===== src/hw/pct_timer_map.vh =====
// Purpose: Register map and field constants of the PWM/capture timer control block
// Assumes: APB with 32-bit data, one aligned word per register
// Notes: Included by hw/pct_timer_ctrl.v
// What this block does
// - PWM mode: run bit set starts counter from zero, clear stops and reloads
// - PWM stop waits for cycle end; run bit shows real stop
// - Capture mode: run bit is overflow flag, set on wrap from all-ones
// - PWM mode: pending flag set when counter rolls from period to zero
// - Capture mode: pending flag set on capture at selected pin edge
// - Bit 2 enables the timer interrupt from the pending flags
// - PWM irq from pending only; capture irq is pending OR overflow
// - Interrupt stays asserted while any enabled flag remains set
// - Writing 1 holds a flag, writing 0 clears it, never sets
// - Attribute bit applies from next PWM cycle while running, at once when idle or in capture mode; read returns written value
`ifndef PCT_TIMER_MAP_VH
`define PCT_TIMER_MAP_VH

// Byte offsets
`define PCT_OFF_CTRL 8'h00
`define PCT_OFF_PERIOD 8'h04
`define PCT_OFF_COUNT 8'h08
`define PCT_OFF_CAPT 8'h0C
`define PCT_OFF_EVT 8'h10
`define PCT_OFF_MASK 8'h14
`define PCT_OFF_DUTY 8'h18

// Control register fields
`define PCT_B_MODE 7
`define PCT_B_EDGE 6
`define PCT_B_ATTR 5
`define PCT_B_RUN 4
`define PCT_B_PND 3
`define PCT_B_IEN 2
`define PCT_CTRL_W 8

// Counter width and values
`define PCT_CNT_W 12
`define PCT_CNT_ZERO 12'h000
`define PCT_CNT_ONES 12'hFFF
`define PCT_CNT_ONE 12'h001

// Event status fields
`define PCT_EVT_W 4
`define PCT_E_WRAP 0
`define PCT_E_CAPT 1
`define PCT_E_OVF 2
`define PCT_E_STOP 3

// Reset values
`define PCT_RST_PERIOD 12'hFFF
`define PCT_RST_DUTY 12'h800
`define PCT_RST_EVT 4'h0

`endif


===== src/hw/pct_pin_sync.v =====
// Purpose: Bring the capture pin into the clock domain and report its edges
// Assumes: Pin is asynchronous to clock
// Notes: A change counts once the second and third stages agree

module pct_pin_sync (
  // Clock and reset
  input wire clock,
  input wire resetn,
  // Pin side
  input wire pin,
  // Edge pulses
  output reg rise,
  output reg fall
);

  reg s1_reg;
  reg s2_reg;
  reg s3_reg;
  reg level_reg;

  // Three stage chain; only s2 reads s1
  always @(posedge clock) begin
    if (!resetn) begin
      s1_reg <= 1'b0;
      s2_reg <= 1'b0;
      s3_reg <= 1'b0;
    end else begin
      s1_reg <= pin;
      s2_reg <= s1_reg;
      s3_reg <= s2_reg;
    end
  end

  // Filtered level and edge pulses, glitches shorter than a cycle are dropped
  always @(posedge clock) begin
    if (!resetn) begin
      level_reg <= 1'b0;
      rise <= 1'b0;
      fall <= 1'b0;
    end else begin
      rise <= 1'b0;
      fall <= 1'b0;
      if (s2_reg == s3_reg && s3_reg != level_reg) begin
        level_reg <= s3_reg;
        rise <= s3_reg;
        fall <= ~s3_reg;
      end
    end
  end

endmodule


===== src/hw/pct_timer_ctrl.v =====
// Purpose: Control and status of a 12-bit PWM and input-capture timer
// Assumes: Single clock; timer clock is a tick enable from a divider
// Notes: APB slave, zero wait states, unmapped addresses answer pslverr;
//   flags clear on a written zero, so a read-modify-write of the control
//   byte can wipe a flag that hardware set in between
//
// The APB register port and the register addresses were chosen for this implementation.

`include "pct_timer_map.vh"

module pct_timer_ctrl #(
  parameter TICK_DIV = 16'd1,
  parameter ADDR_W = 8
) (
  // Clock and reset
  input wire clock,
  input wire resetn,
  // APB slave
  input wire psel,
  input wire penable,
  input wire pwrite,
  input wire [ADDR_W-1:0] paddr,
  input wire [31:0] pwdata,
  input wire [3:0] pstrb,
  output reg [31:0] prdata,
  output wire pready,
  output wire pslverr,
  // Timer pins
  input wire capture_input_pin,
  output reg pwm_out,
  // Interrupts
  output wire timer_irq,
  output wire evt_irq
);

  // Control fields
  reg cap_mode_reg;
  reg edge_fall_reg;
  reg attr_sw_reg;
  reg attr_act_reg;
  reg run_reg;
  reg stop_req_reg;
  reg ovf_reg;
  reg pnd_reg;
  reg ien_reg;
  // Timer data
  reg [`PCT_CNT_W-1:0] cnt_reg;
  reg [`PCT_CNT_W-1:0] period_reg;
  reg [`PCT_CNT_W-1:0] duty_reg;
  reg [`PCT_CNT_W-1:0] capt_reg;
  reg [15:0] div_reg;
  // Event status and mask
  reg [`PCT_EVT_W-1:0] evt_reg;
  reg [`PCT_EVT_W-1:0] mask_reg;
  reg [`PCT_EVT_W-1:0] evt_rd_reg;
  reg evt_rd_hit_reg;

  wire tick;
  wire cap_rise;
  wire cap_fall;
  wire cap_edge;
  // Decoded bus strobes
  wire setup_ph;
  wire wr_acc;
  wire rd_acc;
  wire hit;
  wire wr_ctrl;
  wire wr_period;
  wire wr_duty;
  wire wr_mask;
  wire [7:0] wbyte;
  // Timer events and flag strobes
  wire pwm_wrap;
  wire cap_wrap;
  wire cap_hit;
  wire stop_done;
  wire pnd_clr;
  wire ovf_clr;
  wire [`PCT_EVT_W-1:0] evt_set;
  wire [`PCT_CTRL_W-1:0] ctrl_view;
  reg [31:0] rd_next;

  // Capture pin synchroniser and edge finder
  pct_pin_sync u_sync (
    .clock(clock),
    .resetn(resetn),
    .pin(capture_input_pin),
    .rise(cap_rise),
    .fall(cap_fall)
  );

  // Selected capture edge
  assign cap_edge = edge_fall_reg ? cap_fall : cap_rise;

  // Timer clock divider; tick is a one-cycle enable
  // A divider of one ticks on every clock
  assign tick = (div_reg == TICK_DIV - 16'd1);

  always @(posedge clock) begin
    if (!resetn) begin
      div_reg <= 16'h0000;
    end else if (tick) begin
      div_reg <= 16'h0000;
    end else begin
      div_reg <= div_reg + 16'd1;
    end
  end

  // APB phases; zero wait states so every access ends at once
  // Offsets outside the map raise pslverr and writes there are dropped
  assign setup_ph = psel & ~penable;
  assign pready = 1'b1;
  assign wr_acc = psel & penable & pwrite;
  assign rd_acc = psel & penable & ~pwrite;
  assign hit = (paddr == `PCT_OFF_CTRL) || (paddr == `PCT_OFF_PERIOD) ||
               (paddr == `PCT_OFF_COUNT) || (paddr == `PCT_OFF_CAPT) ||
               (paddr == `PCT_OFF_EVT) || (paddr == `PCT_OFF_MASK) ||
               (paddr == `PCT_OFF_DUTY);
  assign pslverr = psel & penable & ~hit;
  assign wr_ctrl = wr_acc & pstrb[0] & (paddr == `PCT_OFF_CTRL);
  assign wbyte = pwdata[7:0];

  // Per-register write strobes; period and duty also take lane 1
  assign wr_period = wr_acc & (paddr == `PCT_OFF_PERIOD);
  assign wr_duty = wr_acc & (paddr == `PCT_OFF_DUTY);
  assign wr_mask = wr_acc & pstrb[0] & (paddr == `PCT_OFF_MASK);

  // Counter wrap events in each mode
  assign pwm_wrap = ~cap_mode_reg & run_reg & tick & (cnt_reg == period_reg);
  assign cap_wrap = cap_mode_reg & tick & (cnt_reg == `PCT_CNT_ONES);
  assign cap_hit = cap_mode_reg & cap_edge;
  // A stop request completes only at the end of the running cycle
  assign stop_done = pwm_wrap & stop_req_reg;

  // Flag strobes; a write can only clear, the hardware events set
  assign pnd_clr = wr_ctrl & ~wbyte[`PCT_B_PND];
  assign ovf_clr = wr_ctrl & cap_mode_reg & ~wbyte[`PCT_B_RUN];

  // Event vector for the sticky status word
  assign evt_set[`PCT_E_WRAP] = pwm_wrap;
  assign evt_set[`PCT_E_CAPT] = cap_hit;
  assign evt_set[`PCT_E_OVF] = cap_wrap;
  assign evt_set[`PCT_E_STOP] = stop_done;

  // Readback of the control byte; bit 4 follows the mode
  assign ctrl_view = {cap_mode_reg, edge_fall_reg, attr_sw_reg,
                      cap_mode_reg ? ovf_reg : run_reg,
                      pnd_reg, ien_reg, 2'b00};

  assign timer_irq = ien_reg & (pnd_reg | (cap_mode_reg & ovf_reg));

  // Event interrupt, high while an unmasked sticky bit is set
  assign evt_irq = |(evt_reg & mask_reg);

  // Configuration words, written by software and read back
  always @(posedge clock) begin
    if (!resetn) begin
      period_reg <= `PCT_RST_PERIOD;
      duty_reg <= `PCT_RST_DUTY;
      mask_reg <= `PCT_RST_EVT;
      cap_mode_reg <= 1'b0;
      edge_fall_reg <= 1'b0;
      attr_sw_reg <= 1'b0;
      ien_reg <= 1'b0;
    end else begin
      // Only whole lanes are taken; lane 1 holds the top bits
      if (wr_period) begin
        if (pstrb[0])
          period_reg[7:0] <= pwdata[7:0];
        if (pstrb[1])
          period_reg[11:8] <= pwdata[11:8];
      end
      if (wr_duty) begin
        if (pstrb[0])
          duty_reg[7:0] <= pwdata[7:0];
        if (pstrb[1])
          duty_reg[11:8] <= pwdata[11:8];
      end
      if (wr_mask)
        mask_reg <= pwdata[`PCT_EVT_W-1:0];
      if (wr_ctrl) begin
        cap_mode_reg <= wbyte[`PCT_B_MODE];
        edge_fall_reg <= wbyte[`PCT_B_EDGE];
        attr_sw_reg <= wbyte[`PCT_B_ATTR];
        ien_reg <= wbyte[`PCT_B_IEN];
      end
    end
  end

  // Run bit and deferred stop in PWM mode
  // Run reads 1 until the stop lands, so software can poll it
  always @(posedge clock) begin
    if (!resetn) begin
      run_reg <= 1'b0;
      stop_req_reg <= 1'b0;
    end else if (cap_mode_reg) begin
      // Capture mode has no run control; keep PWM state idle
      run_reg <= 1'b0;
      stop_req_reg <= 1'b0;
    end else begin
      if (stop_done) begin
        run_reg <= 1'b0;
        stop_req_reg <= 1'b0;
      end
      if (wr_ctrl && wbyte[`PCT_B_RUN]) begin
        run_reg <= 1'b1;
        stop_req_reg <= 1'b0;
      end else if (wr_ctrl && run_reg && !stop_done) begin
        stop_req_reg <= 1'b1;
      end
    end
  end

  // Timer counter
  // Entering capture does not clear it, so capture counts on from its value
  always @(posedge clock) begin
    if (!resetn) begin
      cnt_reg <= `PCT_CNT_ZERO;
    end else if (cap_mode_reg) begin
      if (tick)
        cnt_reg <= cnt_reg + `PCT_CNT_ONE;
    end else if (!run_reg) begin
      cnt_reg <= `PCT_CNT_ZERO;
    end else if (tick) begin
      if (cnt_reg == period_reg)
        cnt_reg <= `PCT_CNT_ZERO;
      else
        cnt_reg <= cnt_reg + `PCT_CNT_ONE;
    end
  end

  // Captured value
  always @(posedge clock) begin
    if (!resetn) begin
      capt_reg <= `PCT_CNT_ZERO;
    end else if (cap_hit) begin
      capt_reg <= cnt_reg;
    end
  end

  // Pending and overflow flags; the set wins over a clearing write
  always @(posedge clock) begin
    if (!resetn) begin
      pnd_reg <= 1'b0;
      ovf_reg <= 1'b0;
    end else begin
      if (pnd_clr)
        pnd_reg <= 1'b0;
      if (ovf_clr)
        ovf_reg <= 1'b0;
      if (pwm_wrap)
        pnd_reg <= 1'b1;
      if (cap_hit)
        pnd_reg <= 1'b1;
      if (cap_wrap)
        ovf_reg <= 1'b1;
    end
  end

  // Changing the sense mid-cycle would cut a pulse short
  // attribute taken at cycle end
  always @(posedge clock) begin
    if (!resetn) begin
      attr_act_reg <= 1'b0;
    end else if (cap_mode_reg || !run_reg || pwm_wrap) begin
      // Idle timer has no cycle to protect, so take it at once
      attr_act_reg <= attr_sw_reg;
    end
  end

  // PWM output; the attribute inverts the sense
  // Duty above the period keeps the output on all cycle
  always @(posedge clock) begin
    if (!resetn) begin
      pwm_out <= 1'b0;
    end else begin
      pwm_out <= ((~cap_mode_reg & run_reg) & (cnt_reg < duty_reg)) ^ attr_act_reg;
    end
  end

  // Sticky event bits; a read clears only what it returned
  // An event in the clearing cycle survives, since it was not returned
  always @(posedge clock) begin
    if (!resetn) begin
      evt_reg <= `PCT_RST_EVT;
    end else begin
      if (rd_acc && evt_rd_hit_reg)
        evt_reg <= (evt_reg & ~evt_rd_reg) | evt_set;
      else
        evt_reg <= evt_reg | evt_set;
    end
  end

  // Read data multiplexer
  // Unused upper bits and unmapped offsets read zero
  always @* begin
    rd_next = 32'h0000_0000;
    case (paddr)
      `PCT_OFF_CTRL:
        rd_next[`PCT_CTRL_W-1:0] = ctrl_view;
      `PCT_OFF_PERIOD:
        rd_next[`PCT_CNT_W-1:0] = period_reg;
      `PCT_OFF_COUNT:
        rd_next[`PCT_CNT_W-1:0] = cnt_reg;
      `PCT_OFF_CAPT:
        rd_next[`PCT_CNT_W-1:0] = capt_reg;
      `PCT_OFF_EVT:
        rd_next[`PCT_EVT_W-1:0] = evt_reg;
      `PCT_OFF_MASK:
        rd_next[`PCT_EVT_W-1:0] = mask_reg;
      `PCT_OFF_DUTY:
        rd_next[`PCT_CNT_W-1:0] = duty_reg;
      default:
        rd_next = 32'h0000_0000;
    endcase
  end

  // Read data sampled in the setup phase, held through access
  // Loading at setup keeps prdata steady through any access length
  always @(posedge clock) begin
    if (!resetn) begin
      prdata <= 32'h0000_0000;
      evt_rd_reg <= `PCT_RST_EVT;
      evt_rd_hit_reg <= 1'b0;
    end else if (setup_ph) begin
      prdata <= rd_next;
      evt_rd_reg <= evt_reg;
      evt_rd_hit_reg <= ~pwrite & (paddr == `PCT_OFF_EVT);
    end
  end

endmodule


===== config.mk =====
export PLATFORM = sky130hd
export DESIGN_NAME = pct_timer_ctrl
export DESIGN_NICKNAME = d
export VERILOG_FILES = /design/src/hw/pct_pin_sync.v /design/src/hw/pct_timer_ctrl.v
export VERILOG_INCLUDE_DIRS = /design/src /design/src/hw
export SDC_FILE = /design/constraint.sdc
export NUM_CORES = 1
export LEC_CHECK = 0
export ABC_AREA = 1
export BUFFER_PORTS_ARGS = -buffer_cell sky130_fd_sc_hd__buf_4
export CORE_UTILIZATION = 30
export DETAILED_ROUTE_END_ITERATION = 16
export GPL_ROUTABILITY_DRIVEN = 1
export PLACE_DENSITY = 0.49
export SYNTH_ARGS = -nofsm -noshare
export SYNTH_HDL_FRONTEND = slang
export SYNTH_SLANG_ARGS = --single-unit

===== constraint.sdc =====
create_clock -name clock -period 2.5 [get_ports clock]
set_clock_uncertainty 0.2 [all_clocks]
set_input_delay 0.125 -clock clock [delete_from_list [all_inputs] [get_ports clock]]
set_output_delay 0.125 -clock clock [all_outputs]
set_load 0.005 [all_outputs]

; Word-level counts from Yosys, hierarchy flattened
; Cells that the tools add are included.
[totals]
out_inout_bits = 37
reg_bits = 105
input_bits = 50
[op_classes]
addsub = 2
muxes = 19
magnitude_cmp = 1
n_eq_ne = 12
n_reduce_logical = 31
n_bitwise = 39
[op_table]
columns = operator, count
row1 = $mux 12, 5
row2 = $pmux 4 s7, 1
row3 = $and 1x1->1, 24
row4 = $eq 8x5->1 const B, 3
row5 = $pmux 4 s5, 1
row6 = $add 16x1->16 const B, 1
row7 = $eq 8x4->1 const B, 2
row8 = $logic_not 16->1, 1
row9 = $pmux 4 s4, 1
row10 = $add 12x1->12 const B, 1
row11 = $eq 12x12->1, 1
row12 = $eq 12x12->1 const B, 1
row13 = $lt 12x12->1, 1
row14 = $reduce_and 2->1, 6
row15 = $mux 1, 10
row16 = $and 4x4->4, 2
row17 = $eq 8x3->1 const B, 1
row18 = $logic_not 8->1, 1
row19 = $logic_or 1x1->1, 8
row20 = $not 1->1, 8
row21 = $or 4x4->4, 2
row22 = $reduce_bool 2->1, 3
row23 = $logic_and 1x1->1, 5
row24 = $mux 4, 1
row25 = 11 further kinds, 14

; Longest topological paths before layout
; Gate-level depths: netlist (run 1).
[depth]
ltp_word = 9
ltp_mapped = 13
mapped_depth_nobuf = 11

; Hierarchy
; From an unflattened synthesis (run 1), not the netlist that was laid out.
[hier_totals]
cells_unflattened = 796
hier_area_um2 = 5435.2
[by_module_without_submodules]
columns = mod, area_each_um2, cells_per_inst, n_inst
row1 = pct_timer_ctrl, 5248.8, 773, 1
row2 = pct_pin_sync, 186.4, 23, 1

; Least setup slack after synthesis (run 1)
; Ideal clock, no wire load.
[synth_timing]
path_type = flip-flop to flip-flop
start = register div_reg[0]
end = register div_reg[14]
stages_incl_launch_ff = 9
required_ns = 2.183
setup_slack_ns = 0.903
n_path_buf = 0
arrival_ns = 1.279
path_cell_list = dfxtp_1 > ha_1 > nand3_1 > nor2_1 > nand4_1 > nor2_2 > nand3_1 > xor2_1 > nor2_1
[synth_between]
elab_chain_len = 2
word_cells_on_any_way = 3
cone_classes = add/sub: 1 / reduce/logical: 2
[synth_lines]
columns = element, line_no
row1 = from (decl), pct_timer_ctrl.v:51  ; reg [15:0] div_reg;
row2 = from (signal assigned), pct_timer_ctrl.v:105  ; div_reg <= div_reg + 16'd1;
row3 = "parallel branches: the longest is 2 deep, another holds $add 16x1->16", -
; Several ways; the timed one is not identified.
; A chain may end at the register's enable or synchronous reset.

; Worst setup path in the final report (run 1)
[layout_timing]
start = input port pwrite
end = register period_reg[7]
[layout_between]
elab_chain_len = 3
[layout_lines]
columns = element, line_no
row1 = from (decl), pct_timer_ctrl.v:21  ; input wire pwrite,
row2 = $and 1x1->1, pct_timer_ctrl.v:113  ; assign wr_acc = psel & penable & pwrite;
row3 = $and 1x1->1, pct_timer_ctrl.v:124  ; assign wr_period = wr_acc & (paddr == `PCT_OFF_PERIOD);
row4 = $reduce_and 2->1 (no line), -
row5 = to (signal assigned), pct_timer_ctrl.v:158  ; period_reg <= `PCT_RST_PERIOD;
row6 = to (signal assigned), pct_timer_ctrl.v:169  ; period_reg[7:0] <= pwdata[7:0];
row7 = to (decl), pct_timer_ctrl.v:48  ; reg [`PCT_CNT_W-1:0] period_reg;
; No other way between the ends.

==> results of run 1 <==
## worst max path at each step
stage,from,to,cells past startpoint
5_1_grt,pwrite,period_reg[2],10
3_5_place_dp,cnt_reg[5],cnt_reg[6],11
4_1_cts,pwrite,period_reg[7],10
2_1_floorplan,div_reg[0],div_reg[14],8
3_3_place_gp,cnt_reg[5],cnt_reg[6],11
6_report,pwrite,period_reg[7],10
## cells by family after synthesis
| kind of cell | count (synthesis) | synth area share, % |
|---|---|---|
| adder cells (fa/ha/maj) | 14 | 3.215 |
| buffers and inverters | 145 | 12.40 |
| flip-flops | 105 | 38.59 |
| XOR/XNOR | 8 | 1.286 |
| AO/OA/AOI/OAI | 157 | 15.30 |
| other | 2 | 0.1379 |
| multiplexers | 1 | 0.2067 |
| AND/OR/NAND/NOR | 352 | 28.87 |
## power by group
| group | internal (mW) | total [mW] | switching, mW |
|---|---|---|---|
| Combinational | 0.0711 | 0.169 | 0.0984 |
| Clock | 0.704 | 1.34 | 0.636 |
| Sequential | 1.68 | 1.69 | 0.00449 |
## routing by layer
metal  GRT usage (%)  vias up  part of all wire [%]
met5               0        -                     0
met4           4.198        0                   1.1
met3           3.815       12                   3.8
met2           27.24       88                    47
met1           20.73     2173                    48
li1                -     2611                     -
## area by class of cell
cell class / instances / area (um^2)
clock inverters: 4 / 28.78
clock buffers: 12 / 246.5
well taps: 225 / 281.5
flip-flops and latches: 105 / 2102
repair buffers: 67 / 545.5
inverters: 102 / 382.9
fillers: 1916 / 11210
multi-input cells: 553 / 2744
## critical path: stages
cell and delay (ns):
dlygate4sd3_1 0.52, buf_4 0.10, inv_1 0.09, nor2_1 0.12, nand2_1 0.15, inv_2 0.21, nand2_2 0.23, nand2_1 0.11
nand3_1 0.06, dlygate4sd3_1 0.57
## cell usage in the layout, fill, tap and decap left out, types with 9 or more instances in the layout
cell and count:
ha_1 14, buf_4 50, nor3_1 15, nor2_1 70, nor2_2 10, nand4_1 11
a21oi_1 66, nand3_1 56, inv_2 11, conb_1 21, o21ai_0 73, inv_1 91
dfxtp_1 105, dlygate4sd3_1 17, clkbuf_16 9, nand2_1 167
## per-stage QoR
stage                     hold WS [ns]  instance area, um^2  power [mW]
final                          0.01724                 6331       3.197
after global routing           0.04085                 6331       3.323
after CTS                     0.005049                 6329       3.256
after detailed placement        0.1147                 5883       1.878
after global placement          0.1099                 5883       1.878
after floorplan                0.02263                 5519       1.826
## timing repair
action                                 CTS  global route
setup endpoints to repair                0             2
resized for setup                        0             1
hold buffers                            17             0
endpoints found under the hold margin   41             0
==> metrics.txt, run 1 <==
CTS tree=done; root buf cell=clkbuf_16; CP Max Fanout=12; worst setup margin=0.2337 ns; initial antenna violation count=0; Hold Startpoint=penable; synth top area cells=dfxtp_1 (39%), nand2_1 (12%), o21ai_0 (6.7%), inv_1 (6.3%), a21oi_1 (6.1%); placed cells=1035; # clock sinks=105; crit share post-route=90.65%; Die Width=136.8 um; max reg flops=16; cells after synthesis=784; Tmin final=2.266 ns; clk_lat worst skew=0.35 ns; CP startpoint kind=input pin; cell with the most instances after synthesis=nand2_1; routed length per instance=13.55 um; peak supply drop=339.0 uV; Yosys top cell area share=38.59%; Top Ports=87; initial core utilization=31.06%; Max Fclk=0.4413 GHz; Worst R2R Setup Slack=0.54 ns; Iteration-0 DRC Markers=274; Die Y=136.8 um; Post-synth top cells=nand2_1 (168), dfxtp_1 (105), inv_1 (91), o21ai_0 (73), nor2_1 (70); Seq/Total Area, Yosys=38.59%; WP data required=2.53 ns; Num CTS Buffers=9; r2r endpoint=cnt_reg[6]; Detailed Routing Iterations Pass 1=5; worst r2r src=cnt_reg[5]; clock transition at the registers of the reported paths=0.07 ns; share of layout cells above drive strength 1=12.57%; synth warn=0; max_cap viols=0; hpwl dp=10.93 mm; number of global-route vias before repair=4527; H-tree Lvls=3; Max-slew headroom=57.74%; P per Cell Area=504.9 nW/um^2; final setup TNS=0 ns; top_reg_cell synth=dfxtp_1; status=completed; LEAKAGE=2.700 nW; Slew @ Worst Pin=0.6332 ns; mean post-synth cell area=6.949 um^2; post-CTS setup buffers=0; n_diodes=0; row cnt=48; DRT Wirelength=14.47 mm; area grow syn2layout=16.21%; Post-synth ARST share=0%; core area=17540 um^2; first-pass GRT wire length=23.01 mm; final setup violation count=0; hold depth=4; synthesized cell area=5448 um^2; final core utilization=36.10%; kind of critical path=in2reg; Synth area leader=dfxtp_1; EDFF count, synth=0; number of synthesized register bits=105; nets=902; Hold Path End=prdata[6]; DIE AREA=18700 um^2; unrepaired setup endpoints after global routing=false; routability cong.=0.8282; Tot GR Track Use=16.23%; Netlist cell types=37; CP arrival=2.30 ns; vias per cell=4.573; Final Hold Fails=0; Worst setup EP type=register; drc violations=0; dpl ws=0.5227 ns; Clock Tree Buf Depth=2; reg2reg path depth=11; gr ovfl total=0; min-delay worst type=in2reg; Final ANT Viol Nets=0; Max Slew Vio Count=0; Layout Cells excl Fill=1068; via count=4884; largest net degree at the start of global routing=25; I/O Buffers=43
(Power assumes the default switching activity.)
==> run 2, diff against run 1 <==
--- a/config.mk
+++ b/config.mk
@@ -9,6 +9,7 @@
 export ABC_AREA = 1
 export BUFFER_PORTS_ARGS = -buffer_cell sky130_fd_sc_hd__buf_4
 export CORE_UTILIZATION = 30
+export CTS_BUF_LIST = sky130_fd_sc_hd__clkbuf_2 sky130_fd_sc_hd__clkbuf_4 sky130_fd_sc_hd__clkbuf_8
 export DETAILED_ROUTE_END_ITERATION = 16
 export GPL_ROUTABILITY_DRIVEN = 1
 export PLACE_DENSITY = 0.49
==> constraint.sdc (replaced) <==
create_clock -name clock -period 2.8 [get_ports clock]
set_clock_uncertainty 0.2 [all_clocks]
set_input_delay 0.14 -clock clock [delete_from_list [all_inputs] [get_ports clock]]
set_output_delay 0.14 -clock clock [all_outputs]
set_load 0.005 [all_outputs]
==> run 2 against run 1 <==
Die area unchanged. Wire length grew 1.7%. Count of clock-buffer cells in the layout down 2. Critical path type unchanged. Highest routed layer unchanged.
==> metrics.txt, run 2 (same netlist as run 1, synthesis figures left out) <==
Num CTS Buffers=9 (unchanged); DRT Wirelength=14.72 mm (+1.7%); final setup TNS=0 ns (unchanged); status=completed; CP Max Fanout=12 (unchanged); Detailed Routing Iterations Pass 1=5 (unchanged); Top Ports=87 (unchanged); Max-slew headroom=49.19% (-8.6 points); Flop pwr share=58.0% (+5.2 points); Die Y=136.8 um (unchanged); Die Width=136.8 um (unchanged); Int Pwr=1.923 mW (-22%); Hold Slack=0.03406 ns (+0.01682 ns); crit share post-route=86.05%; core area=17540 um^2 (unchanged); Net Switching=0.6738 mW (-8.9%); nets=899 (-0.33%); CTS tree=done; DP Area=5861 um^2 (-0.38%); Max Fclk=0.4151 GHz; clk_lat worst skew=0.40 ns (+0.05 ns); area grow syn2layout=14.12%; initial antenna violation count=0 (unchanged); peak supply drop=202.0 uV (-40%); Iteration-0 DRC Markers=265 (-3.3%); # clock sinks=105 (unchanged); unrepaired setup endpoints after global routing=false; gr ovfl total=0 (unchanged); post-CTS setup buffers=0 (unchanged); Max Slew Vio Count=0 (unchanged); first-pass GRT wire length=23.90 mm (+3.9%); Final ANT Viol Nets=0 (unchanged); Clock Tree Buf Depth=2 (unchanged); routed length per instance=13.82 um (+2.0%); WP data required=2.90 ns (+0.37 ns); DIE AREA=18700 um^2 (unchanged); min-delay worst type=in2reg; CP startpoint kind=input pin; cell area after layout=6217 um^2 (-1.8%); kind of critical path=in2reg; final setup violation count=0 (unchanged); vias per cell=4.585 (+0.26%); initial core utilization=31.06% (unchanged); commonest cells after routing, fill and taps aside=nand2_1 (168), dfxtp_1 (105), inv_1 (91), o21ai_0 (73), nor2_1 (70); Sw Share=25.94% (+2.8 points); Tot GR Track Use=16.85% (+0.62 points); H-tree Lvls=3 (unchanged); LEAKAGE=2.655 nW (-1.7%); via count=4883 (-0.020%); Tmin final=2.409 ns; Clk pwr share=36.1% (-5.8 points); Slew @ Worst Pin=0.7580 ns (+0.1248 ns); Final Hold Fails=0 (unchanged); clock transition at the registers of the reported paths=0.11 ns (+0.04 ns); CTS resizes=0 (unchanged); hpwl dp=10.94 mm (+0.17%); share of layout cells above drive strength 1=12.38% (-0.19 points); final core utilization=35.45% (-0.65 points); I/O Buffers=43 (unchanged); max reg flops=16 (unchanged); CP arrival=2.51 ns (+0.21 ns); worst setup margin=0.3907 ns (+0.1570 ns); n_diodes=0 (unchanged); max_cap viols=0 (unchanged); leading cell type in the layout, fill and taps excluded=nand2_1; row cnt=48 (unchanged); root buf cell=clkbuf_8; Comb pwr share=5.9% (+0.6 points); drc violations=0 (unchanged); P per Cell Area=417.8 nW/um^2 (-17%); largest net degree at the start of global routing=39 (+56%); dpl ws=0.7634 ns (+0.2407 ns); number of global-route vias before repair=4533 (+0.13%); Hold Buf Count CTS=17 (unchanged); Worst setup EP type=register; routability cong.=0.7965 (-3.8%)
==> run 2: changes by cell type in the layout (fill, tap and decap cells not counted), sizes merged <==
cell      delta
clkinv       +2
clkinvlp     -2
buf          -3
inv          +2
clkbuf       -2
==> run 2: metrics by stage <==
step / total power [mW] / instances
3_3_place_gp: 1.677 / 1032
3_5_place_dp: 1.677 / 1032
2_1_floorplan: 1.630 / 803
5_1_grt: 2.719 / 1065
4_1_cts: 2.637 / 1065
6_report: 2.597 / 1065
==> run 2: critical path, stage by stage <==
cell           delay, ns
dlygate4sd3_1       0.53
buf_4               0.12
nand2_1             0.13
nor2_1              0.12
nand2_1             0.15
inv_2               0.22
nand2_1             0.33
nand2_1             0.14
nand3_1             0.07
dlygate4sd3_1       0.56
==> run 2: layer usage <==
layer / up-vias / wire (um) / global-route usage, %
met4: 0 / 263 / 6.790
li1: 2600 / - / -
met1: 2178 / 7170 / 22.43
met3: 19 / 502 / 2.333
met5: - / 0 / 0
met2: 86 / 6787 / 27.30
==> run 2: layout make-up <==
class                   count  area (um^2)
fillers                  1912        11320
multi-input cells         553         2741
flip-flops and latches    105         2102
repair buffers             64        523.0
inverters                 102        382.9
well taps                 225        281.5
clock buffers              10        137.6
clock inverters             6        48.80
==> run 2: final timing paths <==
| check | from | to | slack [ns] | depth (start not counted) |
|---|---|---|---|---|
| setup / recovery | penable | period_reg[7] | 0.39 | 10 |
| hold / removal | paddr[7] | period_reg[0] | 0.03 | 6 |
| setup reg to reg | edge_fall_reg | capt_reg[1] | 0.80 | 5 |
| hold reg to reg | u_sync.s1_reg | u_sync.s2_reg | 0.22 | 2 |
==> run 2: power by group through the flow <==
stage / Clock, mW / Combinational [mW] / Sequential [mW]
4_1_cts: 0.976 / 0.154 / 1.51
2_1_floorplan: 0 / 0.0904 / 1.54
3_5_place_dp: 0 / 0.136 / 1.54
3_3_place_gp: 0 / 0.136 / 1.54
6_report: 0.937 / 0.154 / 1.51
5_1_grt: 1.04 / 0.171 / 1.51
